[config.mk]
export PLATFORM = sky130hd
export DESIGN_NAME = watchdog_timer
export DESIGN_NICKNAME = d
export VERILOG_FILES = /design/src/rtl/wd_pkg.sv /design/src/rtl/watchdog_timer.sv /design/src/rtl/wd_tick_gen.sv
export SDC_FILE = /design/constraint.sdc
export NUM_CORES = 1
export LEC_CHECK = 0
export ABC_CLOCK_PERIOD_IN_PS = 2390
export BUFFER_PORTS_ARGS = -buffer_cell sky130_fd_sc_hd__buf_2
export CAP_MARGIN = 40
export CORE_ASPECT_RATIO = 1.25
export CORE_MARGIN = 2
export CORE_UTILIZATION = 50
export DETAILED_ROUTE_END_ITERATION = 7
export HOLD_SLACK_MARGIN = 0.1
export PLACE_DENSITY = 0.82
export SYNTH_ARGS = -nofsm -noshare
export SYNTH_HDL_FRONTEND = slang
export SYNTH_SLANG_ARGS = --single-unit
[constraint.sdc]
create_clock -name core_clk_in -period 2.39 [get_ports core_clk_in]
set_clock_uncertainty 0.15 [all_clocks]
set_input_delay 0 -clock core_clk_in [delete_from_list [all_inputs] [get_ports core_clk_in]]
set_output_delay 0 -clock core_clk_in [all_outputs]
set_load 0.005 [all_outputs]
[src/rtl/wd_pkg.sv]
/*
  Constants shared by the watchdog design: register offsets, field
  positions, reset values and tick timing.
  Assumes a 100 MHz core clock and 32-bit APB access.
*/
package wd_pkg;
  // ----------------------------------------
  // Register byte offsets
  // ----------------------------------------
  localparam logic [7:0] OFF_COUNT = 8'h00;
  localparam logic [7:0] OFF_CTRL = 8'h04;
  localparam logic [7:0] OFF_FRZ_SET = 8'h08;
  localparam logic [7:0] OFF_FRZ_CLR = 8'h0c;
  localparam logic [7:0] OFF_STATUS = 8'h10;
  localparam logic [7:0] OFF_MASK = 8'h14;
  // ----------------------------------------
  // Field positions
  // ----------------------------------------
  localparam int BIT_WRITE_BLOCK = 9;
  localparam int BIT_RST_SEL = 0;
  localparam int BIT_FREEZE = 3;
  localparam int BIT_FROZEN = 1;
  localparam int ST_NMI = 0;
  localparam int ST_RST = 1;
  localparam int NUM_EVENTS = 2;
  // ----------------------------------------
  // Counter values
  // ----------------------------------------
  localparam logic [8:0] CNT_RESET = 9'h0ff;
  localparam logic [8:0] CNT_ZERO = 9'h000;
  localparam logic [8:0] CNT_MINUS16 = 9'h1f0;
  localparam logic [8:0] CNT_ONE = 9'h001;
  // ----------------------------------------
  // Timing
  // ----------------------------------------
  localparam real TICK_PERIOD_MS = 10.24;
  localparam real CLK_PERIOD_NS = 10.0;
  localparam int TICK_CYCLES = int'(TICK_PERIOD_MS * 1.0e6 / CLK_PERIOD_NS);
endpackage

[src/rtl/watchdog_timer.sv]
/*
  Watchdog timer: 9-bit signed down counter, NMI and system reset
  request, freeze control and APB register slave with interrupt.
  Assumes the system reset controller feeds its reset back on rst_in
  and the debug halt status is a level from another clock domain.
*/
`timescale 1ns/100ps
`default_nettype none
// Function
// RULE1 - Count down by one on every 10.24 ms tick unless frozen, with an 8-bit magnitude.
// RULE2 - Load 255 into the counter on reset, including watchdog resets.
// RULE3 - Ignore counter writes whose write-block bit is set.
// RULE4 - Continue below zero by setting sign bit 8, down to 1F0.
// RULE5 - With reset-select low, raise the NMI when the counter reaches zero.
// RULE6 - With reset-select low, request reset at or below minus sixteen.
// RULE7 - Software must reload above minus sixteen within about 16 ticks of the NMI.
// RULE8 - With reset-select high, request reset at or below zero with no NMI.
// RULE9 - Drive the reset request to the system reset logic.
// RULE10 - Stop counting whenever the processor is halted in debug.
// RULE11 - Freeze on a freeze-set write only while reset-select is low.
// RULE12 - End a software freeze on a freeze-clear write.
// RULE13 - Software can only set reset-select; only reset clears it.
// RULE14 - While frozen hold the count and raise no new events.
module watchdog_timer #(
  parameter int TICK_DIV = wd_pkg::TICK_CYCLES
) (
  input wire logic core_clk_in,
  input wire logic rst_in,
  input wire logic psel_in,
  input wire logic penable_in,
  input wire logic pwrite_in,
  input wire logic [7:0] paddr_in,
  input wire logic [31:0] pwdata_in,
  output logic [31:0] prdata_out,
  output logic pready_out,
  output logic pslverr_out,
  input wire logic debug_halt_ctrl_in,
  output logic nmi_out,
  output logic wd_system_reset_req_out,
  output logic irq_out
);
  // ----------------------------------------
  // Types
  // ----------------------------------------
  typedef enum logic [1:0] {
    ST_COUNT = 2'b00,
    ST_NMI_SENT = 2'b01,
    ST_RESET = 2'b11
  } wd_state_t;
  // ----------------------------------------
  // Parameter check
  // ----------------------------------------
  if (TICK_DIV < 2) begin : g_bad_tick_div
    $error("watchdog_timer: TICK_DIV must be at least 2");
  end
  // ----------------------------------------
  // Helper functions
  // ----------------------------------------
  function automatic logic addr_hit(input logic [7:0] addr, input logic [7:0] off);
    return (addr == off);
  endfunction
  function automatic logic at_or_below(input logic [8:0] cnt, input logic [8:0] lim);
    return ($signed(cnt) <= $signed(lim));
  endfunction
  // ----------------------------------------
  // Debug halt synchroniser
  // ----------------------------------------
  logic halt_meta_r;
  logic halt_sync_r;
  logic tick;
  always_ff @(posedge core_clk_in) begin
    if (rst_in) begin
      halt_meta_r <= 1'b0;
      halt_sync_r <= 1'b0;
    end else begin
      halt_meta_r <= debug_halt_ctrl_in;
      halt_sync_r <= halt_meta_r;
    end
  end
  // ----------------------------------------
  // Tick divider
  // ----------------------------------------
  wd_tick_gen #(
    .DIV(TICK_DIV)
  ) u_tick (
    .core_clk_in(core_clk_in),
    .rst_in(rst_in),
    .tick_out(tick)
  );
  // ----------------------------------------
  // APB decode
  // ----------------------------------------
  wire access = psel_in && penable_in;
  wire wr = access && pwrite_in;
  wire setup_phase = psel_in && !penable_in;
  wire rd_setup = setup_phase && !pwrite_in;
  wire sel_count = addr_hit(paddr_in, wd_pkg::OFF_COUNT);
  wire sel_ctrl = addr_hit(paddr_in, wd_pkg::OFF_CTRL);
  wire sel_fset = addr_hit(paddr_in, wd_pkg::OFF_FRZ_SET);
  wire sel_fclr = addr_hit(paddr_in, wd_pkg::OFF_FRZ_CLR);
  wire sel_stat = addr_hit(paddr_in, wd_pkg::OFF_STATUS);
  wire sel_mask = addr_hit(paddr_in, wd_pkg::OFF_MASK);
  wire mapped = sel_count | sel_ctrl | sel_fset | sel_fclr | sel_stat | sel_mask;
  wire unmapped = !mapped || (paddr_in[1:0] != 2'b00);
  // ----------------------------------------
  // Control state
  // ----------------------------------------
  logic [8:0] count_r;
  logic [8:0] count_nxt;
  logic rst_sel_r;
  logic rst_sel_nxt;
  logic sw_freeze_r;
  logic sw_freeze_nxt;
  logic [wd_pkg::NUM_EVENTS-1:0] status_r;
  logic [wd_pkg::NUM_EVENTS-1:0] status_nxt;
  logic [wd_pkg::NUM_EVENTS-1:0] mask_r;
  logic [wd_pkg::NUM_EVENTS-1:0] mask_nxt;
  wd_state_t state_r;
  wd_state_t state_nxt;
  // ----------------------------------------
  // Counter and freeze
  // ----------------------------------------
  wire count_wr = wr && sel_count && !pwdata_in[wd_pkg::BIT_WRITE_BLOCK]; // RULE3
  wire eff_sw_freeze = sw_freeze_r && !rst_sel_r; // RULE11
  wire frozen = halt_sync_r || eff_sw_freeze; // RULE10 RULE14
  wire step = tick && !frozen; // RULE1 RULE14
  wire [8:0] count_dec = count_r - wd_pkg::CNT_ONE; // RULE4
  wire at_floor = at_or_below(count_r, wd_pkg::CNT_MINUS16); // RULE4
  assign count_nxt = count_wr ? pwdata_in[8:0] :
                     (step && !at_floor) ? count_dec : count_r; // RULE1 RULE4
  assign rst_sel_nxt = rst_sel_r | (wr && sel_ctrl && pwdata_in[wd_pkg::BIT_RST_SEL]); // RULE13
  wire fset = wr && sel_fset && pwdata_in[wd_pkg::BIT_FREEZE] && !rst_sel_r; // RULE11
  wire fclr = wr && sel_fclr && pwdata_in[wd_pkg::BIT_FREEZE]; // RULE12
  assign sw_freeze_nxt = fset ? 1'b1 : (fclr ? 1'b0 : sw_freeze_r);
  // ----------------------------------------
  // Event detection
  // ----------------------------------------
  wire le_zero = at_or_below(count_r, wd_pkg::CNT_ZERO);
  wire le_m16 = at_or_below(count_r, wd_pkg::CNT_MINUS16);
  wire hit_zero = (count_r == wd_pkg::CNT_ZERO);
  wire nmi_ev = !rst_sel_r && hit_zero && !frozen && (state_r == ST_COUNT); // RULE5 RULE14
  wire rst_ev = !frozen && (rst_sel_r ? le_zero : le_m16); // RULE6 RULE8 RULE14
  always_comb begin
    state_nxt = state_r;
    case (state_r)
      ST_COUNT: begin
        if (rst_ev) begin
          state_nxt = ST_RESET;
        end else if (nmi_ev) begin
          state_nxt = ST_NMI_SENT;
        end
      end
      ST_NMI_SENT: begin
        if (rst_ev) begin
          state_nxt = ST_RESET;
        end else if (!le_zero) begin
          state_nxt = ST_COUNT;
        end
      end
      ST_RESET: begin
        state_nxt = ST_RESET;
      end
      default: begin
        state_nxt = ST_COUNT;
      end
    endcase
  end
  // ----------------------------------------
  // Interrupt status and mask
  // ----------------------------------------
  logic [wd_pkg::NUM_EVENTS-1:0] ev_set;
  logic [wd_pkg::NUM_EVENTS-1:0] ev_clr;
  always_comb begin
    ev_set = '0;
    ev_set[wd_pkg::ST_NMI] = nmi_ev;
    ev_set[wd_pkg::ST_RST] = rst_ev && (state_r != ST_RESET);
  end
  assign ev_clr = (wr && sel_stat) ? pwdata_in[wd_pkg::NUM_EVENTS-1:0] : '0;
  assign status_nxt = ev_set | (status_r & ~ev_clr);
  assign mask_nxt = (wr && sel_mask) ? pwdata_in[wd_pkg::NUM_EVENTS-1:0] : mask_r;
  // ----------------------------------------
  // Read mux
  // ----------------------------------------
  logic [31:0] rdata;
  always_comb begin
    rdata = '0;
    if (sel_count) begin
      rdata[8:0] = count_r;
    end else if (sel_ctrl) begin
      rdata[wd_pkg::BIT_RST_SEL] = rst_sel_r;
      rdata[wd_pkg::BIT_FROZEN] = frozen;
    end else if (sel_stat) begin
      rdata[wd_pkg::NUM_EVENTS-1:0] = status_r;
    end else if (sel_mask) begin
      rdata[wd_pkg::NUM_EVENTS-1:0] = mask_r;
    end else if (sel_fset || sel_fclr) begin
      rdata[wd_pkg::BIT_FREEZE] = sw_freeze_r;
    end
  end
  // ----------------------------------------
  // Registers
  // ----------------------------------------
  always_ff @(posedge core_clk_in) begin
    if (rst_in) begin
      count_r <= wd_pkg::CNT_RESET; // RULE2
    end else begin
      count_r <= count_nxt;
    end
  end
  always_ff @(posedge core_clk_in) begin
    if (rst_in) begin
      state_r <= ST_COUNT;
    end else begin
      state_r <= state_nxt;
    end
  end
  // ----------------------------------------
  // Control bits
  // ----------------------------------------
  always_ff @(posedge core_clk_in) begin
    if (rst_in) begin
      rst_sel_r <= 1'b0; // RULE13
    end else begin
      rst_sel_r <= rst_sel_nxt;
    end
  end
  always_ff @(posedge core_clk_in) begin
    if (rst_in) begin
      sw_freeze_r <= 1'b0;
    end else begin
      sw_freeze_r <= sw_freeze_nxt;
    end
  end
  // ----------------------------------------
  // Status and mask
  // ----------------------------------------
  always_ff @(posedge core_clk_in) begin
    if (rst_in) begin
      status_r <= '0;
    end else begin
      status_r <= status_nxt;
    end
  end
  always_ff @(posedge core_clk_in) begin
    if (rst_in) begin
      mask_r <= '0;
    end else begin
      mask_r <= mask_nxt;
    end
  end
  // ----------------------------------------
  // Output next values
  // ----------------------------------------
  wire nmi_nxt = (state_nxt == ST_NMI_SENT); // RULE5
  wire req_nxt = (state_nxt == ST_RESET); // RULE9
  wire irq_nxt = |(status_nxt & mask_nxt);
  wire pready_nxt = setup_phase;
  wire pslverr_nxt = setup_phase && unmapped;
  wire [31:0] prdata_nxt = rd_setup ? rdata : '0;
  // ----------------------------------------
  // Event outputs
  // ----------------------------------------
  always_ff @(posedge core_clk_in) begin
    if (rst_in) begin
      nmi_out <= 1'b0;
    end else begin
      nmi_out <= nmi_nxt; // RULE5
    end
  end
  always_ff @(posedge core_clk_in) begin
    if (rst_in) begin
      wd_system_reset_req_out <= 1'b0;
    end else begin
      wd_system_reset_req_out <= req_nxt; // RULE9
    end
  end
  always_ff @(posedge core_clk_in) begin
    if (rst_in) begin
      irq_out <= 1'b0;
    end else begin
      irq_out <= irq_nxt;
    end
  end
  // ----------------------------------------
  // APB response
  // ----------------------------------------
  always_ff @(posedge core_clk_in) begin
    if (rst_in) begin
      prdata_out <= '0;
      pready_out <= 1'b0;
      pslverr_out <= 1'b0;
    end else begin
      prdata_out <= prdata_nxt;
      pready_out <= pready_nxt;
      pslverr_out <= pslverr_nxt;
    end
  end
endmodule // watchdog_timer
`default_nettype wire

[src/rtl/wd_tick_gen.sv]
/*
  Free running tick divider producing one-cycle pulses.
  Assumes a synchronous active high reset on the same clock.
*/
`timescale 1ns/100ps
`default_nettype none
module wd_tick_gen #(
  parameter int DIV = 1024000
) (
  input wire logic core_clk_in,
  input wire logic rst_in,
  output logic tick_out
);
  if (DIV < 2) begin : g_bad_div
    $error("wd_tick_gen: DIV must be at least 2");
  end
  localparam int W = $clog2(DIV);
  localparam logic [W-1:0] LAST = W'(DIV - 1);
  logic [W-1:0] cnt_r;
  logic [W-1:0] cnt_nxt;
  wire at_last = (cnt_r == LAST);
  assign cnt_nxt = at_last ? '0 : cnt_r + W'(1);
  always_ff @(posedge core_clk_in) begin
    if (rst_in) begin
      cnt_r <= '0;
      tick_out <= 1'b0;
    end else begin
      cnt_r <= cnt_nxt;
      tick_out <= at_last;
    end
  end
endmodule // wd_tick_gen
`default_nettype wire

==> run_results.csv <==
group,metric,value,unit
synthesis,synth_edf_count,0,
sta,setup_tns,0,ns
worst_setup_path,cp_max_fo,3,
layout,n_antenna_cell,0,
synthesis,synth_top_cell_by_area,"dfxtp_1",
run_status,status,"complete, no violations",
synthesis,ys_warn_count,0,
global_routing,grt_overflow,0,
worst_setup_path,cp_data_arrival_time,2.38,ns
layout,nNetsFinal,410,
power,intPower,1.28,mW
route,detail_route.wl_per_cell,12.6,um
placed_design,dp_hpwl,3600,um
sta,finalMaxSlewViolations,0,
sta,rsz0062_at_grt,"false",
global_routing,grt_max_degree,16,
route,drc_errors,0,
power,ir_drop,0.000327,V
sta,layout_min_cycle_time,2.29,ns
power,power_frac_seq,0.564,
cts,cts_tree,"built",
global_routing,grt_pass1_vias,2023,
synthesis,synth_cells,289,
cts,cts_sinks,54,
cts,clk_latency,0.30,ns
power,clockPowerShare,0.367,
power,pwr-share-comb,0.070,
worst_setup_path,crit_type,"in -> reg",
route,dr_total_vias,2192,
global_routing,grt.total_usage,0.194,
synthesis,synth_top_flop_cell,"dfxtp_1",
global_routing,grt_antenna_before_repair,0,
worst_setup_path,r2r_slack,0.16,ns
sta,fmax,0.437,GHz
synthesis,synth.cell_area,2540,um2
floorplan,boundaryPins,83,
cts,htree_levels,2,
floorplan,die-area,5670,um2
sta,finalHoldViolations,0,
job,drv_cap,0,
synthesis,ys_types,47,
floorplan,start_util,0.511,
synthesis,synthTopCellsByCount,"54 x dfxtp_1, 41 x nor2_1, 23 x buf_4, 18 x a21oi_1",
sta,final.period_utilization,0.958,
power,swShare,0.211,
floorplan,rows,29,
layout,syn_to_final_growth,23.9,%
min_path,holdCritPathClass,"in -> reg",
placed_design,place.gp.congestion,0.851,
power,p_leak,1.28,nW
floorplan,fp.dieH,83.7,um
floorplan,core_area,4970,um2
synthesis,synthTopCellsByArea,"dfxtp_1 43%, buf_4 6.8%, nor2_1 6.1%, xor2_1 5.5%, a21oi_1 3.5%",
synthesis,ys_ff_latch,54,
layout,drive_gt1_frac,0.163,
route,routed_via_density,5.17,
sta,layout_setup_ws,0.101,ns
cts,clock_path_buffers,2,
sta,relSlewSlack,0.595,
cts,clkTransAtPathRegs,0.09,ns
worst_setup_path,end_kind,"flip-flop",
synthesis,synth_async_sr_flop_share,0,
route,routed_wl,5330,um
route,drt-initial-drc-count,160,
route,firstDrtPassIters,4,
power,powerDensity,514,nW/um2
placed_design,portBuffers,37,
global_routing,grt_pass1_wl,8580,um
sta,finalSetupViolations,0,
route,postRouteAntennaNets,0,
floorplan,dieWidth,67.7,um
worst_setup_path,cp-start-kind,"primary input",
synthesis,synth_area_per_cell,8.78,um2
worst_setup_path,worst_ep_required_time,2.48,ns
power,switching_power,0.342,mW
cts,numCtsBuffers,5,
sta,worst_pin_slew,0.602,ns
cts,cts-root-buf,"clkbuf_8",
synthesis,synth_top_area_frac,0.426,
cts,postCtsSetupRepairBufs,0,
synthesis,ys_seq_area_frac,0.426,
synthesis,synth_most_common_cell,"dfxtp_1",
placed_design,dp_slack,0.304,ns
## layout make-up
type | count | area [um2]
clock buffers | 7 | 76.3
inverters | 8 | 30.0
multi-input cells | 220 | 1320
fillers | 387 | 1830
clock inverters | 1 | 30.0
flip-flops and latches | 54 | 1080
well taps | 62 | 77.6
repair buffers | 72 | 528
## metal layers
layer / up-vias / track usage / routed length (um)
met5: - / 0 / 0
met4: 0 / 0.0761 / 72
met3: 9 / 0.0486 / 235
met2: 55 / 0.342 / 2870
met1: 1020 / 0.214 / 2150
li1: 1108 / - / -
## final timing paths
check,depth (start not counted),endpoint,startpoint
worst min-delay path,4,count_r[7],pwdata_in[9]
worst min register to register,1,halt_sync_r,halt_meta_r
worst max register to register,5,count_r[8],sw_freeze_r
worst max-delay path,7,rst_sel_r,paddr_in[1]
## registers in the layout (all words and copies together) (netlist names), 2 cells and up
name and cells:
mask_r 2, count_r 9, prdata_out 9, status_r 2
state_r 2, u_tick.cnt_r 20
## power groups by stage
stage	combinational, mW	clock [mW]	sequential (mW)
6_report	0.113	0.593	0.912
5_1_grt	0.125	0.653	0.913
4_1_cts	0.107	0.607	0.912
3_5_place_dp	0.0781	0	0.933
3_3_place_gp	0.0770	0	0.932
2_1_floorplan	0.0680	0	0.932
## worst max-delay path, stage by stage
cell and delay [ns]:
dlygate4sd3_1 0.54, buf_2 0.15, nor4b_2 0.28, dlygate4sd3_1 0.60, nand4_1 0.09, dlygate4sd3_1 0.57
a21oi_1 0.14
## what timing repair did
action / CTS / global route
resized for setup: 0 / 4
hold buffers: 30 / 1
endpoints found under the setup margin: 0 / 3
endpoints found under the hold margin: 37 / 1
## metrics by stage
step | std cells | total power [mW] | cell area (um2) | util | hold WS [ns]
2_1_floorplan | 311 | 1.00 | 2620 | - | -0.0550
3_3_place_gp | 385 | 1.01 | 2710 | 0.545 | 0.0645
3_5_place_dp | 385 | 1.01 | 2710 | 0.545 | 0.0707
4_1_cts | 423 | 1.63 | 3120 | 0.627 | 0.102
5_1_grt | 424 | 1.69 | 3140 | 0.633 | 0.161
6_report | 424 | 1.62 | 3140 | 0.633 | 0.122
## cell families (layout without fill, tap and decap cells)
| family | count (synthesis) | count (layout) | share of synthesized area |
|---|---|---|---|
| other | 1 | 23 | 0.00148 |
| AND/OR/NAND/NOR | 132 | 132 | 0.281 |
| adder cells (fa/ha/maj) | 3 | 3 | 0.0148 |
| multiplexers | 3 | 3 | 0.0123 |
| XOR/XNOR | 23 | 23 | 0.0793 |
| flip-flops | 54 | 54 | 0.426 |
| AO/OA/AOI/OAI | 36 | 36 | 0.0922 |
| buffers and inverters | 37 | 88 | 0.0927 |
## layout by cell type (no fill, tap or decap), types with 2 or more instances in the layout
cell	n
clkbuf_1	2
or4_1	2
nor4_1	5
buf_4	4
dfxtp_1	54
a21oi_1	18
nor3_1	6
buf_2	37
o21ai_0	4
clkbuf_8	5
and2_1	9
a31oi_1	2
mux2i_1	2
nor2_1	41
and3_1	4
and4_1	3
nor3_2	2
ha_1	3
dlygate4sd3_1	30
a211oi_1	2
xor2_1	16
nand2b_1	3
nand4_1	10
nand3_1	16
conb_1	23
xnor2_1	7
nor3b_1	3
nor2b_1	5
nand4b_1	2
nor4_2	3
inv_1	8
nand2_1	12
No activity file was read; power rests on OpenSTA's default activity.
